**src/aic_pkg.sv**
```systemverilog
// Purpose: Shared constants, types and helpers for the input bias and offset cancel block.
// Assumes: 32-bit register port with one word per offset, 24-bit signed conversion codes.
// Notes: Offsets are word indices on the plain register port.

package aic_pkg;

  // ==========================================================================
  // Widths
  localparam int AIC_AW = 4;
  localparam int AIC_DW = 32;
  localparam int AIC_RES_W = 24;

  // ==========================================================================
  // Register offsets
  localparam logic [AIC_AW-1:0] AIC_OFF_BIAS = 4'h0;
  localparam logic [AIC_AW-1:0] AIC_OFF_PAIR = 4'h1;
  localparam logic [AIC_AW-1:0] AIC_OFF_CONV = 4'h2;
  localparam logic [AIC_AW-1:0] AIC_OFF_CMD = 4'h3;
  localparam logic [AIC_AW-1:0] AIC_OFF_STAT = 4'h4;
  localparam logic [AIC_AW-1:0] AIC_OFF_DATA = 4'h5;
  localparam logic [AIC_AW-1:0] AIC_OFF_NORM = 4'h6;
  localparam logic [AIC_AW-1:0] AIC_OFF_SWAP = 4'h7;

  // ==========================================================================
  // Field positions
  localparam int AIC_CS_LSB = 0;
  localparam int AIC_MODE_LSB = 0;
  localparam int AIC_AZ_BIT = 2;
  localparam int AIC_CMD_START_BIT = 0;
  localparam int AIC_CMD_STOP_BIT = 1;
  localparam int AIC_STAT_READY_BIT = 0;
  localparam int AIC_STAT_BUSY_BIT = 1;
  localparam int AIC_STAT_SWAP_BIT = 2;
  localparam int AIC_STAT_DIODE_BIT = 3;

  // ==========================================================================
  // Reset values and codes
  localparam logic [1:0] AIC_CS_RST = 2'h0;
  localparam logic [7:0] AIC_PAIR_RST = 8'h01;
  localparam logic [1:0] AIC_MODE_RST = 2'h0;
  localparam logic AIC_AZ_RST = 1'b0;
  localparam logic [1:0] AIC_CS_OFF = 2'h0;
  localparam logic [1:0] AIC_CS_LOW = 2'h1;
  localparam logic [1:0] AIC_CS_MID = 2'h2;
  localparam logic [1:0] AIC_CS_HIGH = 2'h3;
  localparam logic [1:0] AIC_MODE_ONESHOT = 2'h2;
  localparam logic [1:0] AIC_MODE_CONT = 2'h3;
  localparam logic [3:0] AIC_SEL_TEMP_P = 4'hd;
  localparam logic [3:0] AIC_SEL_TEMP_M = 4'he;
  localparam logic [2:0] AIC_AMP_NONE = 3'h0;
  localparam logic [2:0] AIC_AMP_LOW = 3'h1;
  localparam logic [2:0] AIC_AMP_MID = 3'h2;
  localparam logic [2:0] AIC_AMP_HIGH = 3'h4;

  // ==========================================================================
  // Types
  typedef enum logic [4:0] {
    AIC_ST_IDLE = 5'h01,
    AIC_ST_CONV = 5'h02,
    AIC_ST_NORM = 5'h04,
    AIC_ST_SWAP = 5'h08,
    AIC_ST_JOIN = 5'h10
  } aic_seq_e;

  // ==========================================================================
  // Helpers
  function automatic logic [2:0] aic_amp_decode(input logic [1:0] cs);
    logic [2:0] amp;
    case (cs)
      AIC_CS_LOW: amp = AIC_AMP_LOW;
      AIC_CS_MID: amp = AIC_AMP_MID;
      AIC_CS_HIGH: amp = AIC_AMP_HIGH;
      default: amp = AIC_AMP_NONE;
    endcase
    return amp;
  endfunction

  function automatic logic [AIC_RES_W-1:0] aic_half_diff(input logic [AIC_RES_W-1:0] a,
                                                         input logic [AIC_RES_W-1:0] b);
    logic [AIC_RES_W:0] diff;
    diff = {a[AIC_RES_W-1], a} - {b[AIC_RES_W-1], b};
    return diff[AIC_RES_W:1];
  endfunction

endpackage

```
**src/aic_bias_if.sv**
```systemverilog
// Purpose: Carries bias settings to the bias decoder and its decoded enables back.
// Assumes: Single clock domain, purely combinational decode on the far side.
// Notes: The controller owns the settings, the decoder owns the enables.
`timescale 1ns/1ps
`default_nettype none

interface aic_bias_if;
  logic [1:0] cs_sel;
  logic [7:0] pair_sel;
  logic scan_temp;
  logic [2:0] src_amp;
  logic [2:0] snk_amp;
  logic diode_bias;

  modport ctl (output cs_sel, output pair_sel, output scan_temp,
               input src_amp, input snk_amp, input diode_bias);
  modport dec (input cs_sel, input pair_sel, input scan_temp,
               output src_amp, output snk_amp, output diode_bias);
endinterface

`default_nettype wire

```
**src/aic_bias.sv**
```systemverilog
// Purpose: Decodes the burnout current select and the diode bias override.
// Assumes: Settings arrive from stored registers; outputs are registered downstream.
// Notes: Has no clock, so conversion state can never gate the current.
`timescale 1ns/1ps
`default_nettype none

module aic_bias
  import aic_pkg::*;
(
  aic_bias_if.dec bus // Settings in, enables out.
);

  logic temp_sel;

  always_comb begin
    temp_sel = (bus.pair_sel[7:4] == AIC_SEL_TEMP_P) || (bus.pair_sel[7:4] == AIC_SEL_TEMP_M) ||
               (bus.pair_sel[3:0] == AIC_SEL_TEMP_P) || (bus.pair_sel[3:0] == AIC_SEL_TEMP_M) ||
               bus.scan_temp;
    // The stored select is only masked here, never rewritten.
    if (temp_sel) begin // see RULE_06
      bus.src_amp = AIC_AMP_NONE;
      bus.snk_amp = AIC_AMP_NONE;
      bus.diode_bias = 1'b1;
    end else begin
      bus.src_amp = aic_amp_decode(bus.cs_sel); // see RULE_01 see RULE_02
      bus.snk_amp = aic_amp_decode(bus.cs_sel); // see RULE_02
      bus.diode_bias = 1'b0;
    end
  end

endmodule

`default_nettype wire

```
**src/aic_ctl.sv**
```systemverilog
// Purpose: Register port, burnout bias control and offset cancel conversion sequencing.
// Assumes: The decimation filter signals each finished conversion with i_conv_done.
// Notes: Conversion time is set by the filter; cancellation simply runs it twice.
//
// How it works
// RULE_01: Select 00 gives no current, 01 low, 10 middle, 11 high amplitude.
// RULE_02: Nonzero current is sourced on the positive input and sunk on negative.
// RULE_03: Current enable ignores conversion state, including reset and shutdown.
// RULE_04: Current select accepts writes anytime and takes effect at once.
// RULE_05: Pair code 0xDE routes diode P positive and diode M negative.
// RULE_06: Diode selection masks the burnout current, adds diode bias, keeps stored bits.
// RULE_07: Cancel enable resets to 0; then conversions run normally unswapped.
// RULE_08: With cancel on, each result uses a normal then a swapped conversion.
// RULE_09: With cancel on, output is normal minus swapped, divided by two.
// RULE_10: With cancel on, time per result doubles, single shot included.
// RULE_11: Cancel on in continuous mode resets filter per result, no gap between.
// RULE_12: Upper nibble picks positive source, lower nibble negative; 1101/1110 diodes.
// RULE_13: With cancel on, ready rises only after both halves are combined.
//
// Strobed register access and the register addresses were left to the implementer.
`timescale 1ns/1ps
`default_nettype none

module aic_ctl
  import aic_pkg::*;
(
  input wire logic i_clk, // System clock, 10 MHz.
  input wire logic i_rst, // Synchronous reset, active high.
  input wire logic [AIC_AW-1:0] i_addr, // Register word offset.
  input wire logic [AIC_DW-1:0] i_wdata, // Write data.
  input wire logic i_wr, // Write strobe.
  input wire logic i_rd, // Read strobe.
  output logic [AIC_DW-1:0] o_rdata, // Read data, one cycle after i_rd.
  input wire logic i_scan_temp, // Scan step has selected the diodes.
  input wire logic i_conv_done, // Pulse: filter finished a conversion.
  input wire logic [AIC_RES_W-1:0] i_conv_data, // Filter code with i_conv_done.
  output logic o_conv_start, // Pulse: start one conversion.
  output logic o_filter_rst, // Pulse: clear the decimation filter.
  output logic o_cont_run, // Level: filter runs free.
  output logic o_swap, // Level: inputs swapped.
  output logic [3:0] o_pos_sel, // Source on the positive input.
  output logic [3:0] o_neg_sel, // Source on the negative input.
  output logic [2:0] o_src_amp, // One-hot source current on positive input.
  output logic [2:0] o_snk_amp, // One-hot sink current on negative input.
  output logic o_diode_bias, // Diode bias current on.
  output logic o_busy, // Sequence in progress.
  output logic o_ready // Unread result present.
);

  // ==========================================================================
  // Declarations
  logic [1:0] cs_sel_ff;
  logic [1:0] nxt_cs_sel;
  logic [7:0] pair_ff;
  logic [7:0] nxt_pair;
  logic [1:0] mode_ff;
  logic [1:0] nxt_mode;
  logic az_ff;
  logic nxt_az;
  logic [AIC_DW-1:0] rdata_ff;
  logic [AIC_DW-1:0] nxt_rdata;

  aic_seq_e state_ff;
  aic_seq_e nxt_state;
  logic start_ff;
  logic nxt_start;
  logic frst_ff;
  logic nxt_frst;
  logic cont_ff;
  logic nxt_cont;
  logic swap_ff;
  logic nxt_swap;
  logic load_ff;
  logic nxt_load;
  logic [AIC_RES_W-1:0] norm_ff;
  logic [AIC_RES_W-1:0] nxt_norm;
  logic [AIC_RES_W-1:0] swap_val_ff;
  logic [AIC_RES_W-1:0] nxt_swap_val;
  logic [AIC_RES_W-1:0] result_ff;
  logic [AIC_RES_W-1:0] nxt_result;
  logic ready_ff;
  logic nxt_ready;

  logic [3:0] pos_ff;
  logic [3:0] nxt_pos;
  logic [3:0] neg_ff;
  logic [3:0] nxt_neg;
  logic [2:0] src_ff;
  logic [2:0] snk_ff;
  logic diode_ff;

  logic wr_cmd;
  logic start_req;
  logic stop_req;
  logic join_valid;
  logic [AIC_RES_W-1:0] join_code;
  logic seq_done;
  logic [AIC_RES_W-1:0] seq_code;

  aic_bias_if bias_bus ();

  // ==========================================================================
  // Configuration registers
  // Every register accepts writes in any state; no write is held back for idle.
  always_comb begin
    nxt_cs_sel = cs_sel_ff;
    nxt_pair = pair_ff;
    nxt_mode = mode_ff;
    nxt_az = az_ff;
    if (i_wr) begin
      case (i_addr)
        AIC_OFF_BIAS: begin
          nxt_cs_sel = i_wdata[AIC_CS_LSB +: 2]; // see RULE_04
        end
        AIC_OFF_PAIR: begin
          nxt_pair = i_wdata[7:0];
        end
        AIC_OFF_CONV: begin
          nxt_mode = i_wdata[AIC_MODE_LSB +: 2];
          nxt_az = i_wdata[AIC_AZ_BIT];
        end
        default: begin
          nxt_cs_sel = cs_sel_ff;
        end
      endcase
    end
  end

  always_ff @(posedge i_clk) begin
    if (i_rst) begin
      cs_sel_ff <= AIC_CS_RST;
      pair_ff <= AIC_PAIR_RST;
      mode_ff <= AIC_MODE_RST;
      az_ff <= AIC_AZ_RST; // see RULE_07
    end else begin
      cs_sel_ff <= nxt_cs_sel;
      pair_ff <= nxt_pair;
      mode_ff <= nxt_mode;
      az_ff <= nxt_az;
    end
  end

  // ==========================================================================
  // Bias decode
  // The decoder sees only stored settings and the scan flag, so reset of the
  // converter sequence or shutdown mode leaves the current untouched.
  assign bias_bus.cs_sel = cs_sel_ff; // see RULE_03
  assign bias_bus.pair_sel = pair_ff;
  assign bias_bus.scan_temp = i_scan_temp;

  aic_bias u_bias (
    .bus (bias_bus)
  );

  // ==========================================================================
  // Input routing
  // Unswapped, positive source is the upper nibble and negative the lower one, so the
  // diode pair code puts diode P positive and diode M negative.
  always_comb begin
    if (nxt_swap) begin
      nxt_pos = pair_ff[3:0];
      nxt_neg = pair_ff[7:4];
    end else begin
      nxt_pos = pair_ff[7:4]; // see RULE_12 see RULE_05
      nxt_neg = pair_ff[3:0]; // see RULE_12 see RULE_05
    end
  end

  always_ff @(posedge i_clk) begin
    if (i_rst) begin
      pos_ff <= AIC_PAIR_RST[7:4];
      neg_ff <= AIC_PAIR_RST[3:0];
      src_ff <= AIC_AMP_NONE;
      snk_ff <= AIC_AMP_NONE;
      diode_ff <= 1'b0;
    end else begin
      pos_ff <= nxt_pos;
      neg_ff <= nxt_neg;
      src_ff <= bias_bus.src_amp; // see RULE_02
      snk_ff <= bias_bus.snk_amp; // see RULE_02
      diode_ff <= bias_bus.diode_bias; // see RULE_06
    end
  end

  // ==========================================================================
  // Conversion sequencer
  assign wr_cmd = i_wr && (i_addr == AIC_OFF_CMD);
  assign start_req = wr_cmd && i_wdata[AIC_CMD_START_BIT] &&
                     ((mode_ff == AIC_MODE_ONESHOT) || (mode_ff == AIC_MODE_CONT));
  assign stop_req = wr_cmd && i_wdata[AIC_CMD_STOP_BIT];

  always_comb begin
    nxt_state = state_ff;
    nxt_start = 1'b0;
    nxt_frst = 1'b0;
    nxt_cont = cont_ff;
    nxt_swap = swap_ff;
    nxt_load = 1'b0;
    nxt_norm = norm_ff;
    nxt_swap_val = swap_val_ff;
    seq_done = 1'b0;
    seq_code = i_conv_data;
    case (state_ff)
      AIC_ST_IDLE: begin
        if (start_req && az_ff) begin
          // Each cancelled result starts from a cleared filter, normal polarity.
          nxt_frst = 1'b1;
          nxt_start = 1'b1;
          nxt_swap = 1'b0;
          nxt_cont = 1'b0;
          nxt_state = AIC_ST_NORM; // see RULE_08
        end else if (start_req) begin
          nxt_start = 1'b1;
          nxt_swap = 1'b0; // see RULE_07
          nxt_cont = (mode_ff == AIC_MODE_CONT);
          nxt_state = AIC_ST_CONV;
        end
      end
      AIC_ST_CONV: begin
        if (stop_req) begin
          nxt_cont = 1'b0;
          nxt_state = AIC_ST_IDLE;
        end else if (i_conv_done) begin
          seq_done = 1'b1;
          if (!cont_ff) begin
            nxt_state = AIC_ST_IDLE;
          end
        end
      end
      AIC_ST_NORM: begin
        if (stop_req) begin
          nxt_swap = 1'b0;
          nxt_state = AIC_ST_IDLE;
        end else if (i_conv_done) begin
          // Second half of the pair: this is what doubles the time per result.
          nxt_norm = i_conv_data;
          nxt_frst = 1'b1;
          nxt_start = 1'b1;
          nxt_swap = 1'b1; // see RULE_08 see RULE_10
          nxt_state = AIC_ST_SWAP;
        end
      end
      AIC_ST_SWAP: begin
        if (stop_req) begin
          nxt_swap = 1'b0;
          nxt_state = AIC_ST_IDLE;
        end else if (i_conv_done) begin
          nxt_swap_val = i_conv_data;
          nxt_load = 1'b1;
          nxt_swap = 1'b0;
          if (mode_ff == AIC_MODE_CONT) begin
            // Next pair starts in the same cycle, overlapping the combine step.
            nxt_frst = 1'b1; // see RULE_11
            nxt_start = 1'b1; // see RULE_11
            nxt_state = AIC_ST_NORM;
          end else begin
            nxt_state = AIC_ST_JOIN;
          end
        end
      end
      AIC_ST_JOIN: begin
        if (join_valid) begin
          nxt_state = AIC_ST_IDLE;
        end
      end
      default: begin
        nxt_swap = 1'b0;
        nxt_cont = 1'b0;
        nxt_state = AIC_ST_IDLE;
      end
    endcase
  end

  always_ff @(posedge i_clk) begin
    if (i_rst) begin
      state_ff <= AIC_ST_IDLE;
      start_ff <= 1'b0;
      frst_ff <= 1'b0;
      cont_ff <= 1'b0;
      swap_ff <= 1'b0;
      load_ff <= 1'b0;
      norm_ff <= '0;
      swap_val_ff <= '0;
    end else begin
      state_ff <= nxt_state;
      start_ff <= nxt_start;
      frst_ff <= nxt_frst;
      cont_ff <= nxt_cont;
      swap_ff <= nxt_swap;
      load_ff <= nxt_load;
      norm_ff <= nxt_norm;
      swap_val_ff <= nxt_swap_val;
    end
  end

  aic_join u_join (
    .i_clk (i_clk),
    .i_rst (i_rst),
    .i_load (load_ff),
    .i_norm (norm_ff),
    .i_swap (swap_val_ff),
    .o_valid (join_valid),
    .o_code (join_code)
  );

  // ==========================================================================
  // Result and ready flag
  // A new result in the cycle of a data read keeps the flag set.
  always_comb begin
    nxt_result = result_ff;
    nxt_ready = ready_ff;
    if (i_rd && (i_addr == AIC_OFF_DATA)) begin
      nxt_ready = 1'b0;
    end
    if (join_valid) begin
      nxt_result = join_code; // see RULE_09
      nxt_ready = 1'b1; // see RULE_13
    end else if (seq_done) begin
      nxt_result = seq_code;
      nxt_ready = 1'b1;
    end
  end

  always_ff @(posedge i_clk) begin
    if (i_rst) begin
      result_ff <= '0;
      ready_ff <= 1'b0;
    end else begin
      result_ff <= nxt_result;
      ready_ff <= nxt_ready;
    end
  end

  // ==========================================================================
  // Register read port
  always_comb begin
    nxt_rdata = '0;
    if (i_rd) begin
      case (i_addr)
        AIC_OFF_BIAS: nxt_rdata[AIC_CS_LSB +: 2] = cs_sel_ff;
        AIC_OFF_PAIR: nxt_rdata[7:0] = pair_ff;
        AIC_OFF_CONV: begin
          nxt_rdata[AIC_MODE_LSB +: 2] = mode_ff;
          nxt_rdata[AIC_AZ_BIT] = az_ff;
        end
        AIC_OFF_STAT: begin
          nxt_rdata[AIC_STAT_READY_BIT] = ready_ff;
          nxt_rdata[AIC_STAT_BUSY_BIT] = (state_ff != AIC_ST_IDLE);
          nxt_rdata[AIC_STAT_SWAP_BIT] = swap_ff;
          nxt_rdata[AIC_STAT_DIODE_BIT] = diode_ff;
        end
        AIC_OFF_DATA: nxt_rdata = {{(AIC_DW-AIC_RES_W){result_ff[AIC_RES_W-1]}}, result_ff};
        AIC_OFF_NORM: nxt_rdata = {{(AIC_DW-AIC_RES_W){norm_ff[AIC_RES_W-1]}}, norm_ff};
        AIC_OFF_SWAP: nxt_rdata = {{(AIC_DW-AIC_RES_W){swap_val_ff[AIC_RES_W-1]}}, swap_val_ff};
        default: nxt_rdata = '0;
      endcase
    end
  end

  always_ff @(posedge i_clk) begin
    if (i_rst) begin
      rdata_ff <= '0;
    end else begin
      rdata_ff <= nxt_rdata;
    end
  end

  // ==========================================================================
  // Outputs
  assign o_rdata = rdata_ff;
  assign o_conv_start = start_ff;
  assign o_filter_rst = frst_ff;
  assign o_cont_run = cont_ff;
  assign o_swap = swap_ff;
  assign o_pos_sel = pos_ff;
  assign o_neg_sel = neg_ff;
  assign o_src_amp = src_ff;
  assign o_snk_amp = snk_ff;
  assign o_diode_bias = diode_ff;
  assign o_ready = ready_ff;

  // Busy is registered from the next state, so it tracks the state register: any state but idle.
  logic busy_ff;
  always_ff @(posedge i_clk) begin
    if (i_rst) begin
      busy_ff <= 1'b0;
    end else begin
      busy_ff <= (nxt_state != AIC_ST_IDLE);
    end
  end
  assign o_busy = busy_ff;

endmodule

`default_nettype wire

```
**src/aic_join.sv**
```systemverilog
// Purpose: Forms the offset cancelled code from a normal and a swapped conversion.
// Assumes: Both inputs are two's complement codes held stable during i_load.
// Notes: One cycle of latency from i_load to o_valid.
`timescale 1ns/1ps
`default_nettype none

module aic_join
  import aic_pkg::*;
(
  input wire logic i_clk, // System clock.
  input wire logic i_rst, // Synchronous reset, active high.
  input wire logic i_load, // Pulse: both halves present.
  input wire logic [AIC_RES_W-1:0] i_norm, // Normal polarity code.
  input wire logic [AIC_RES_W-1:0] i_swap, // Swapped polarity code.
  output logic o_valid, // Pulse: o_code updated.
  output logic [AIC_RES_W-1:0] o_code // Combined code.
);

  logic valid_ff;
  logic nxt_valid;
  logic [AIC_RES_W-1:0] code_ff;
  logic [AIC_RES_W-1:0] nxt_code;

  always_comb begin
    nxt_valid = i_load;
    nxt_code = code_ff;
    if (i_load) begin
      // The extra sign bit keeps full-scale differences from wrapping.
      nxt_code = aic_half_diff(i_norm, i_swap); // see RULE_09
    end
  end

  always_ff @(posedge i_clk) begin
    if (i_rst) begin
      valid_ff <= 1'b0;
      code_ff <= '0;
    end else begin
      valid_ff <= nxt_valid;
      code_ff <= nxt_code;
    end
  end

  assign o_valid = valid_ff;
  assign o_code = code_ff;

endmodule

`default_nettype wire

```
**config.mk**
```make
export PLATFORM = sky130hd
export DESIGN_NAME = aic_ctl
export DESIGN_NICKNAME = d
export VERILOG_FILES = /design/src/aic_pkg.sv /design/src/aic_bias_if.sv /design/src/aic_bias.sv /design/src/aic_ctl.sv /design/src/aic_join.sv
export SDC_FILE = /design/constraint.sdc
export NUM_CORES = 1
export LEC_CHECK = 0
export ABC_AREA = 1
export BUFFER_PORTS_ARGS = -buffer_cell sky130_fd_sc_hd__buf_2
export CORE_ASPECT_RATIO = 0.5
export CORE_MARGIN = 2
export CORE_UTILIZATION = 29
export DETAILED_ROUTE_END_ITERATION = 12
export GPL_ROUTABILITY_DRIVEN = 1
export HOLD_SLACK_MARGIN = 0.1
export SYNTH_ARGS = -nofsm -noshare
export SYNTH_HDL_FRONTEND = slang
export SYNTH_HIERARCHICAL = 1
export SYNTH_SLANG_ARGS = --single-unit
```
**constraint.sdc**
```tcl
create_clock -name i_clk -period 1.6 [get_ports i_clk]
set_input_delay 0.32 -clock i_clk [delete_from_list [all_inputs] [get_ports i_clk]]
set_output_delay 0.32 -clock i_clk [all_outputs]
set_load 0.05 [all_outputs]
```
Yosys cells after proc, flatten, opt, wreduce, memory -nomap -nowiden
Index checks and enable logic that the tools add are counted.
- bitwise logic cells: 4
- $add $sub $neg: 1
- muxes and demuxes: 48
- equality and inequality tests: 25
- reduce and logical (&&, ||, !) cells: 25
- operators with widths (kind ; count):
    24-bit one-hot mux with 3 select lines ; 1
    5-bit 2-to-1 mux ; 11
    24-bit 2-to-1 mux ; 2
    5-bit one-hot mux with 5 select lines ; 1
    24-bit by 24-bit subtractor with 25-bit output ; 1
    1-bit 2-to-1 mux ; 22
    4-bit by 3-bit equality test with 1-bit output, second input constant ; 4
    4-bit equality test, second input constant ; 4
    4-bit one-hot mux with 4 select lines ; 1
    2-bit one-hot mux with 7 select lines ; 1
    5-bit by 1-bit inequality test with 1-bit output, second input constant ; 2
    1-bit one-hot mux with 3 select lines ; 3
    3-bit one-hot mux with 3 select lines ; 1
    3-bit AND reduction ; 3
    2-bit equality test, second input constant ; 4
    4-bit by 2-bit equality test with 1-bit output, second input constant ; 2
    4-bit 2-to-1 mux ; 2
    2-bit OR reduction ; 4
    1-bit logical AND ; 6
    1-bit one-hot mux with 6 select lines ; 1
    2-bit AND reduction ; 3
    5-bit by 1-bit equality test with 1-bit output, second input constant ; 1
    5-bit by 2-bit equality test with 1-bit output, second input constant ; 1
    5-bit by 3-bit equality test with 1-bit output, second input constant ; 1
    other kinds (14) ; 21
- flip-flop bits (word level): 166
- output and inout bits: 53

Logic depth before layout (Yosys ltp)
Gate-level depths: netlist (run 1).
- depth after elaboration: 8
- gate-level depth with buffers: 15

By module
The synthesis (run 1) kept the hierarchy.
- modules (own cells, without submodules) (module ; sequential area each (sq um) ; area an instance (sq um) ; times used ; cells each):
    aic_ctl ; 2722.6 ; 5735.5 ; 1 ; 757
    aic_join ; 500.5 ; 2849.0 ; 1 ; 515
    aic_bias ; 0.0 ; 118.9 ; 1 ; 25

Worst setup path before layout (run 1)
OpenSTA, ideal clock, no wires.
- path type: reg2reg
- start point: reg norm_ff[0]
- end point: reg u_join.code_ff[19], in the netlist u_join/o_code[19]
- slack: -0.071 ns
- clock period less this slack: 1.671 ns
- path buffers: 0
- arrival time: 1.562 ns
- cell stages (with the launch flop): 14
- cells stage by stage: dfxtp_1 -> inv_1 -> nand2_1 -> inv_1 -> fa_1 -> inv_1 -> nand2_1 -> nand2_1 -> and2_1 -> nand3b_1 -> nand4_1 -> nand3_1 -> nand2_1 -> inv_1
- cells in the longest elaborated chain, start to end: 1
- ends and longest elaborated chain (item ; line ; source):
    start: declaration ; aic_ctl.sv:75 ; logic [AIC_RES_W-1:0] norm_ff;
    start signal: assignment ; aic_ctl.sv:291 ; norm_ff <= nxt_norm;
    24-bit by 24-bit subtractor with 25-bit output ; aic_pkg.sv:81 ; diff = {a[AIC_RES_W-1], a} - {b[AIC_RES_W-1], b};
    end signal: assignment ; aic_join.sv:39 ; code_ff <= nxt_code;
    end: declaration ; aic_join.sv:21 ; logic [AIC_RES_W-1:0] code_ff;
No other way between the ends.
A chain may end at the register's enable or synchronous reset.

Worst setup path after layout (run 1)
- start point: reg norm_ff[0]
- end point: reg u_join.code_ff[11], in the netlist u_join/o_code[11]
The elaborated chain is that of the path after synthesis.

==> results of run 1 <==
[layout make-up]
| cell class | count | area (um2) |
|---|---|---|
| sequential | 161 | 3260 |
| fill | 2988 | 17700 |
| tap | 391 | 489 |
| clock inverter | 11 | 104 |
| timing repair buffer | 178 | 1280 |
| inverter | 245 | 922 |
| clock buffer | 20 | 467 |
| multi-input combinational | 833 | 5060 |
[flip-flops by register name, indices dropped and copies added (netlist names)]
signal / cells
norm_ff: 24
o_rdata: 24
o_ready: 1
u_join/o_valid: 1
o_neg_sel: 4
o_src_amp: 3
o_cont_run: 1
o_filter_rst: 1
u_join/o_code: 24
load_ff: 1
o_pos_sel: 4
o_busy: 1
o_snk_amp: 3
o_conv_start: 1
az_ff: 1
mode_ff: 2
swap_val_ff: 24
bias_bus.pair_sel: 8
bias_bus.cs_sel: 2
o_diode_bias: 1
o_swap: 1
result_ff: 24
state_ff: 5
[stage by stage]
| stage | cells | hold WS, ns | area (um2) | total power [mW] |
|---|---|---|---|---|
| after floorplan | 1297 | 0.439 | 8710 | 4.30 |
| after global placement | 1797 | 0.458 | 10100 | 4.49 |
| after detailed placement | 1797 | 0.455 | 10100 | 4.49 |
| after CTS | 1832 | 0.152 | 11100 | 8.50 |
| after global routing | 1839 | 0.170 | 11600 | 8.68 |
| final | 1839 | 0.153 | 11600 | 8.40 |
[power by group through the flow]
stage | clock network (mW) | logic (mW) | registers [mW]
final | 4.00 | 0.375 | 4.02
after global routing | 4.25 | 0.414 | 4.02
after CTS | 4.10 | 0.377 | 4.02
after detailed placement | 0 | 0.374 | 4.12
after global placement | 0 | 0.372 | 4.12
after floorplan | 0 | 0.166 | 4.13
[repair_timing]
item	4_1_cts	5_1_grt
endpoints found under the setup margin	20	43
buffers inserted	4	8
hold buffers	0	0
pin swaps	32	63
gates resized for setup	113	132
endpoints found under the hold margin	0	0
[final timing paths]
path                                start                                end  slack [ns]  depth (start not counted)
max               norm_ff[0]$_SDFFE_PP0P_     u_join/o_code[11]$_SDFFE_PP0P_       -0.12                         14
min                            i_wdata[0]  bias_bus.pair_sel[0]$_SDFFE_PP1P_        0.15                          3
max reg2reg       norm_ff[0]$_SDFFE_PP0P_     u_join/o_code[11]$_SDFFE_PP0P_       -0.12                         14
min reg2reg  swap_val_ff[13]$_SDFFE_PP0P_       swap_val_ff[13]$_SDFFE_PP0P_        0.47                          2
[logic make-up (layout without fill, tap and decap cells)]
| logic type | count (synthesis) | count (layout) | share of synthesized area |
|---|---|---|---|
| flip-flops | 161 | 161 | 0.370 |
| AND/OR/NAND/NOR | 555 | 555 | 0.276 |
| buffers and inverters | 303 | 454 | 0.142 |
| XOR/XNOR | 10 | 10 | 0.0101 |
| adder cells (fa/ha/maj) | 24 | 24 | 0.0354 |
| AO/OA/AOI/OAI | 224 | 224 | 0.140 |
| multiplexers | 20 | 20 | 0.0259 |
[layout by cell type, fill, tap and decap left out, types with 5 or more instances in the layout]
cell,count
buf_2,94
dfxtp_1,134
nand3_2,9
inv_1,212
nand2_4,23
o21ai_0,75
nand2_2,57
ha_4,21
inv_2,30
o221ai_1,16
xor2_1,6
clkbuf_16,17
o21ai_1,15
nand3_4,5
buf_12,13
a21oi_2,9
o22ai_1,8
nand4_1,7
nor2_2,15
nor2_1,102
dfxtp_2,26
nor2_4,22
nand2_1,242
a21oi_1,94
nand3_1,56
mux2_2,20
buf_4,67
[per-layer routing]
metal | up-vias | track usage
met2 | 168 | 0.268
met3 | 28 | 0.0306
li1 | 4314 | -
met4 | 2 | 0.0531
met5 | - | 0
met1 | 3882 | 0.217
[critical path, delay by kind of cell (launching register included)]
family	cells	cell delay (ns)
adders and majority gates	1	0.36
buffers and inverters	3	0.16
DFF	1	0.33
and+or+nand+nor	10	0.81
==> results.sh, run 1 <==
export IMPL_dr_first_iter_drc_count=579
export IMPL_maxSlewHeadroom=0.690
export IMPL_ys_warn_count=6
export IMPL_die_w_um=249
export IMPL_globalplace_congestion=0.914
export IMPL_synthCells=1297
export IMPL_clkSlewWorstSetupHoldPaths_ns=0.07
export IMPL_grt_pass1_vias=7971
export IMPL_h_tree_depth=4
export IMPL_wirelength_met1_um=12500
export IMPL_synth_most_common_cell="nand2_1"
export IMPL_cp_required_ns=1.98
export IMPL_switchingPower_mw=1.98
export IMPL_yosysTopAreaCellShare=0.370
export IMPL_dieArea_mm2=0.0315
export IMPL_layout_drive_gt1_share=0.318
export IMPL_post_drt_wl_per_cell_um=14.1
export IMPL_antenna_cells=0
export IMPL_cts_tree="built"
export IMPL_viasPerCell=4.56
export IMPL_yosysUniqueCellTypes=41
export IMPL_hold_viol_final=0
export IMPL_drc=0
export IMPL_finalCritPeriodShare=1.08
export IMPL_yosys_top_cells_area="dfxtp_1 (37%), nand2_1 (13%), inv_1 (10%), a21oi_1 (5.8%), nor2_1 (5.3%)"
export IMPL_ir_drop_mv=0.802
export IMPL_wl_um=26000
export IMPL_root_buffer="clkbuf_16"
export IMPL_highest_layer="met5"
export IMPL_startpoint_type="flop"
export IMPL_pre_cts_slack_ns=-0.197
export IMPL_syn_to_final_growth_pct=33.0
export IMPL_outcome="finished, violations left"
export IMPL_synth_seq_cells=161
export IMPL_critPathSlowestCell="fa_2"
export IMPL_vias=8394
export IMPL_rsz0062_at_grt="yes"
export IMPL_num_rows=44
export IMPL_die_h_um=127
export IMPL_synth_fp_nets=1387
export IMPL_clock_skew_ns=0.00990
export IMPL_swShare=0.236
export IMPL_fmaxAchievable_ghz=0.580
export IMPL_p_leak_nw=5.30
export IMPL_core_area_mm2=0.0292
export IMPL_clock_latency_ns=0.44
export IMPL_cts_buffers=17
export IMPL_wl_met2_um=12000
export IMPL_grt_start_max_net_pins=50
export IMPL_setup_viol=15
export IMPL_ioPinCount=119
export IMPL_drv_slew=0
export IMPL_nets=1526
export IMPL_p_seq_frac=0.479
export IMPL_cp_arrival_ns=2.10
export IMPL_synth_largest_area_cell="dfxtp_1"
export IMPL_tightest_slew_ns=0.463
export IMPL_netlist_area_mm2=0.00870
export IMPL_ant_nets=0
export IMPL_synth_async_reset_ratio=0
export IMPL_yosys_top_cells_count="nand2_1 (306), inv_1 (241), dfxtp_1 (161)"
export IMPL_crit_chain="inv_2, nand2_2, inv_2, fa_2, inv_2, nand2_2, nand2_2, nand3_4, nand2_4, nand2_1, nand2_1, or2_1, nand3_1, nand2_1"
export IMPL_post_route_util=0.396
export IMPL_p_comb_frac=0.045
export IMPL_hold_path_class="in -> reg"
export IMPL_period_needed_ns=1.72
export IMPL_syn_avg_cell_area_um2=6.71
export IMPL_antenna_found_initial=1
export IMPL_cp_max_fo=4
export IMPL_synth_ff_type="dfxtp_1"
export IMPL_io_buffers=94
export IMPL_dr_wl_met3_um=1140
export IMPL_power_density_mw_per_mm2=725
export IMPL_start_util=0.298
export IMPL_drt_pass1_iter_count=5
export IMPL_track_usage=0.163
export IMPL_crit_path_max_incr_delay_ns=0.36
export IMPL_clock_sinks=161
export IMPL_crit_path_end_kind="flop"
export IMPL_overflow=0
export IMPL_synth_edf_count=0
export IMPL_timing_final_ws_setup_ns=-0.124
export IMPL_pwr_share_clk=0.476
export IMPL_dp_hpwl_um=18700
export IMPL_internal_power_mw=6.41
export IMPL_fin_tns_setup_ns=-0.789
export IMPL_clock_path_buffers=2
export IMPL_grt_pass1_wl_um=41000
export IMPL_drv_cap=0
export IMPL_failed_checks="setup timing"
export IMPL_crit_type="reg -> reg"
export IMPL_yosysSeqAreaShare=0.370
No activity file was read; power rests on OpenSTA's default activity.
==> run 2: changes to the inputs <==
- CORE_UTILIZATION: 29 -> 34
==> results.sh, run 2 (synthesis results as in run 1) <==
export IMPL_viasPerCell=4.87
export IMPL_dieArea_mm2=0.0270
export IMPL_cp_arrival_ns=2.06
export IMPL_cp_max_fo=4
export IMPL_globalplace_congestion=0.931
export IMPL_num_rows=41
export IMPL_clock_path_buffers=2
export IMPL_clock_latency_ns=0.44
export IMPL_holdPathStages=3
export IMPL_wl_um=28600
export IMPL_track_usage=0.212
export IMPL_start_util=0.346
export IMPL_maxSlewHeadroom=0.507
export IMPL_drv_slew=0
export IMPL_grt_pass1_wl_um=44500
export IMPL_crit_path_end_kind="flop"
export IMPL_pwr_share_clk=0.490
export IMPL_power_density_mw_per_mm2=727
export IMPL_p_leak_nw=5.47
export IMPL_drv_cap=0
export IMPL_syn_to_final_growth_pct=36.4
export IMPL_p_comb_frac=0.044
export IMPL_hold_path_class="in -> reg"
export IMPL_internal_power_mw=6.52
export IMPL_clock_sinks=161
export IMPL_min_delay_start="i_wdata[0]"
export IMPL_tightest_slew_ns=0.737
export IMPL_core_area_mm2=0.0252
export IMPL_dp_hpwl_um=20600
export IMPL_overflow=0
export IMPL_whs_ns=0.148
export IMPL_hold_viol_final=0
export IMPL_post_drt_wl_per_cell_um=15.7
export IMPL_layout_drive_gt1_share=0.336
export IMPL_ant_nets=0
export IMPL_ir_drop_mv=0.711
export IMPL_cp_required_ns=1.93
export IMPL_p_seq_frac=0.466
export IMPL_grt_pass1_vias=8496
export IMPL_layout_common_cells="nand2_1 (238), inv_1 (216), dfxtp_1 (129)"
export IMPL_die_w_um=230
export IMPL_rrSetupSlack_ns=-0.13
export IMPL_antenna_found_initial=0
export IMPL_failed_checks="setup timing"
export IMPL_top_usage_layer="met2"
export IMPL_grt_use_met2=0.347
export IMPL_drc=0
export IMPL_dr_first_iter_drc_count=646
export IMPL_h_tree_depth=4
export IMPL_grtUsageMet3=0.0424
export IMPL_root_buffer="clkbuf_16"
export IMPL_pre_cts_slack_ns=-0.271
export IMPL_cts_tree="built"
export IMPL_switchingPower_mw=2.11
export IMPL_antenna_cells=0
export IMPL_grt_met1_usage=0.292
export IMPL_timing_final_ws_setup_ns=-0.128
export IMPL_fmaxAchievable_ghz=0.579
export IMPL_nets=1555
export IMPL_setup_viol=18
export IMPL_r2r_cells=13
export IMPL_cts_hold_buf=0
export IMPL_drt_pass1_iter_count=6
export IMPL_startpoint_type="flop"
export IMPL_n_fill_cell=2471
export IMPL_startpoint="norm_ff[0]$_SDFFE_PP0P_"
export IMPL_swShare=0.244
export IMPL_grt_start_max_net_pins=54
export IMPL_crit_type="reg -> reg"
export IMPL_finalCritPeriodShare=1.08
export IMPL_outcome="finished, violations left"
export IMPL_io_buffers=94
export IMPL_r2r_start="norm_ff[0]$_SDFFE_PP0P_"
export IMPL_rsz0062_at_grt="yes"
export IMPL_vias=8871
export IMPL_clkSlewWorstSetupHoldPaths_ns=0.07
export IMPL_period_needed_ns=1.73
export IMPL_ioPinCount=119
export IMPL_cts_buffers=17
export IMPL_die_h_um=117
export IMPL_clock_skew_ns=0.00779
export IMPL_layout_cells_most_common="nand2_1"
## run 2: cell count changes in the layout (fill, tap and decap cells not counted), moves of 5 or more
cell     previous run  this run
buf_6               4        21
buf_4              67        80
nand2_2            57        64
nand2_4            23        17
nand3_2             9        15
dfxtp_1           134       129
dfxtp_2            26        31
inv_2              30        25
nand3_1            56        51
## run 2: what timing repair did
item | 4_1_cts | 5_1_grt
buffers inserted | 8 | 13
hold endpoints to repair | 0 | 0
pin swaps | 66 | 89
setup endpoints to repair | 22 | 44
gates resized for setup | 166 | 105
## run 2: stage by stage
| stage | util | area [um2] | cells | TNS, ns | power [mW] |
|---|---|---|---|---|---|
| final | 0.471 | 11900 | 1822 | -1.35 | 8.63 |
| after global routing | 0.471 | 11900 | 1822 | -2.95 | 8.89 |
| after CTS | 0.454 | 11400 | 1810 | -1.02 | 8.68 |
| after detailed placement | 0.402 | 10100 | 1770 | -3.79 | 4.49 |
| after global placement | 0.402 | 10100 | 1770 | -3.33 | 4.48 |
| after floorplan | - | 8710 | 1297 | 0 | 4.30 |
## run 2: layer usage
metal  vias to the layer above  part of all wire
met4                         0             0.012
met1                      4208              0.49
met5                         -                 0
met2                       257              0.45
met3                        28             0.056
li1                       4378                 -
## run 2: final cells by class
class                   instances  area (um2)  share of cell area
clock buffers                  19         443              0.0373
clock inverters                13         151              0.0128
inverters                     245         922              0.0777
multi-input cells             833        5110               0.430
flip-flops and latches        161        3270               0.275
well taps                     344         430              0.0363
repair buffers                207        1550               0.130
## run 2: critical path, cell delays in order (launching register included)
cell	delay (ns)
dfxtp_2	0.34
inv_2	0.03
nand2_2	0.06
inv_2	0.04
fa_2	0.35
inv_2	0.09
nand2_2	0.05
nand2_2	0.06
nand3_1	0.09
nand2_2	0.13
buf_4	0.13
xor2_1	0.06
o21ai_1	0.13
inv_1	0.05
## run 2: power groups by stage
stage	Combinational (mW)	Clock [mW]	Sequential [mW]
3_3_place_gp	0.367	0	4.12
3_5_place_dp	0.372	0	4.12
6_report	0.379	4.23	4.02
2_1_floorplan	0.166	0	4.13
4_1_cts	0.374	4.28	4.02
5_1_grt	0.410	4.46	4.02
## run 2: path summary, 6_finish.rpt
path | endpoint
max | u_join/o_code[7]$_SDFFE_PP0P_
min | bias_bus.pair_sel[0]$_SDFFE_PP1P_
max reg2reg | u_join/o_code[7]$_SDFFE_PP0P_
min reg2reg | swap_val_ff[17]$_SDFFE_PP0P_
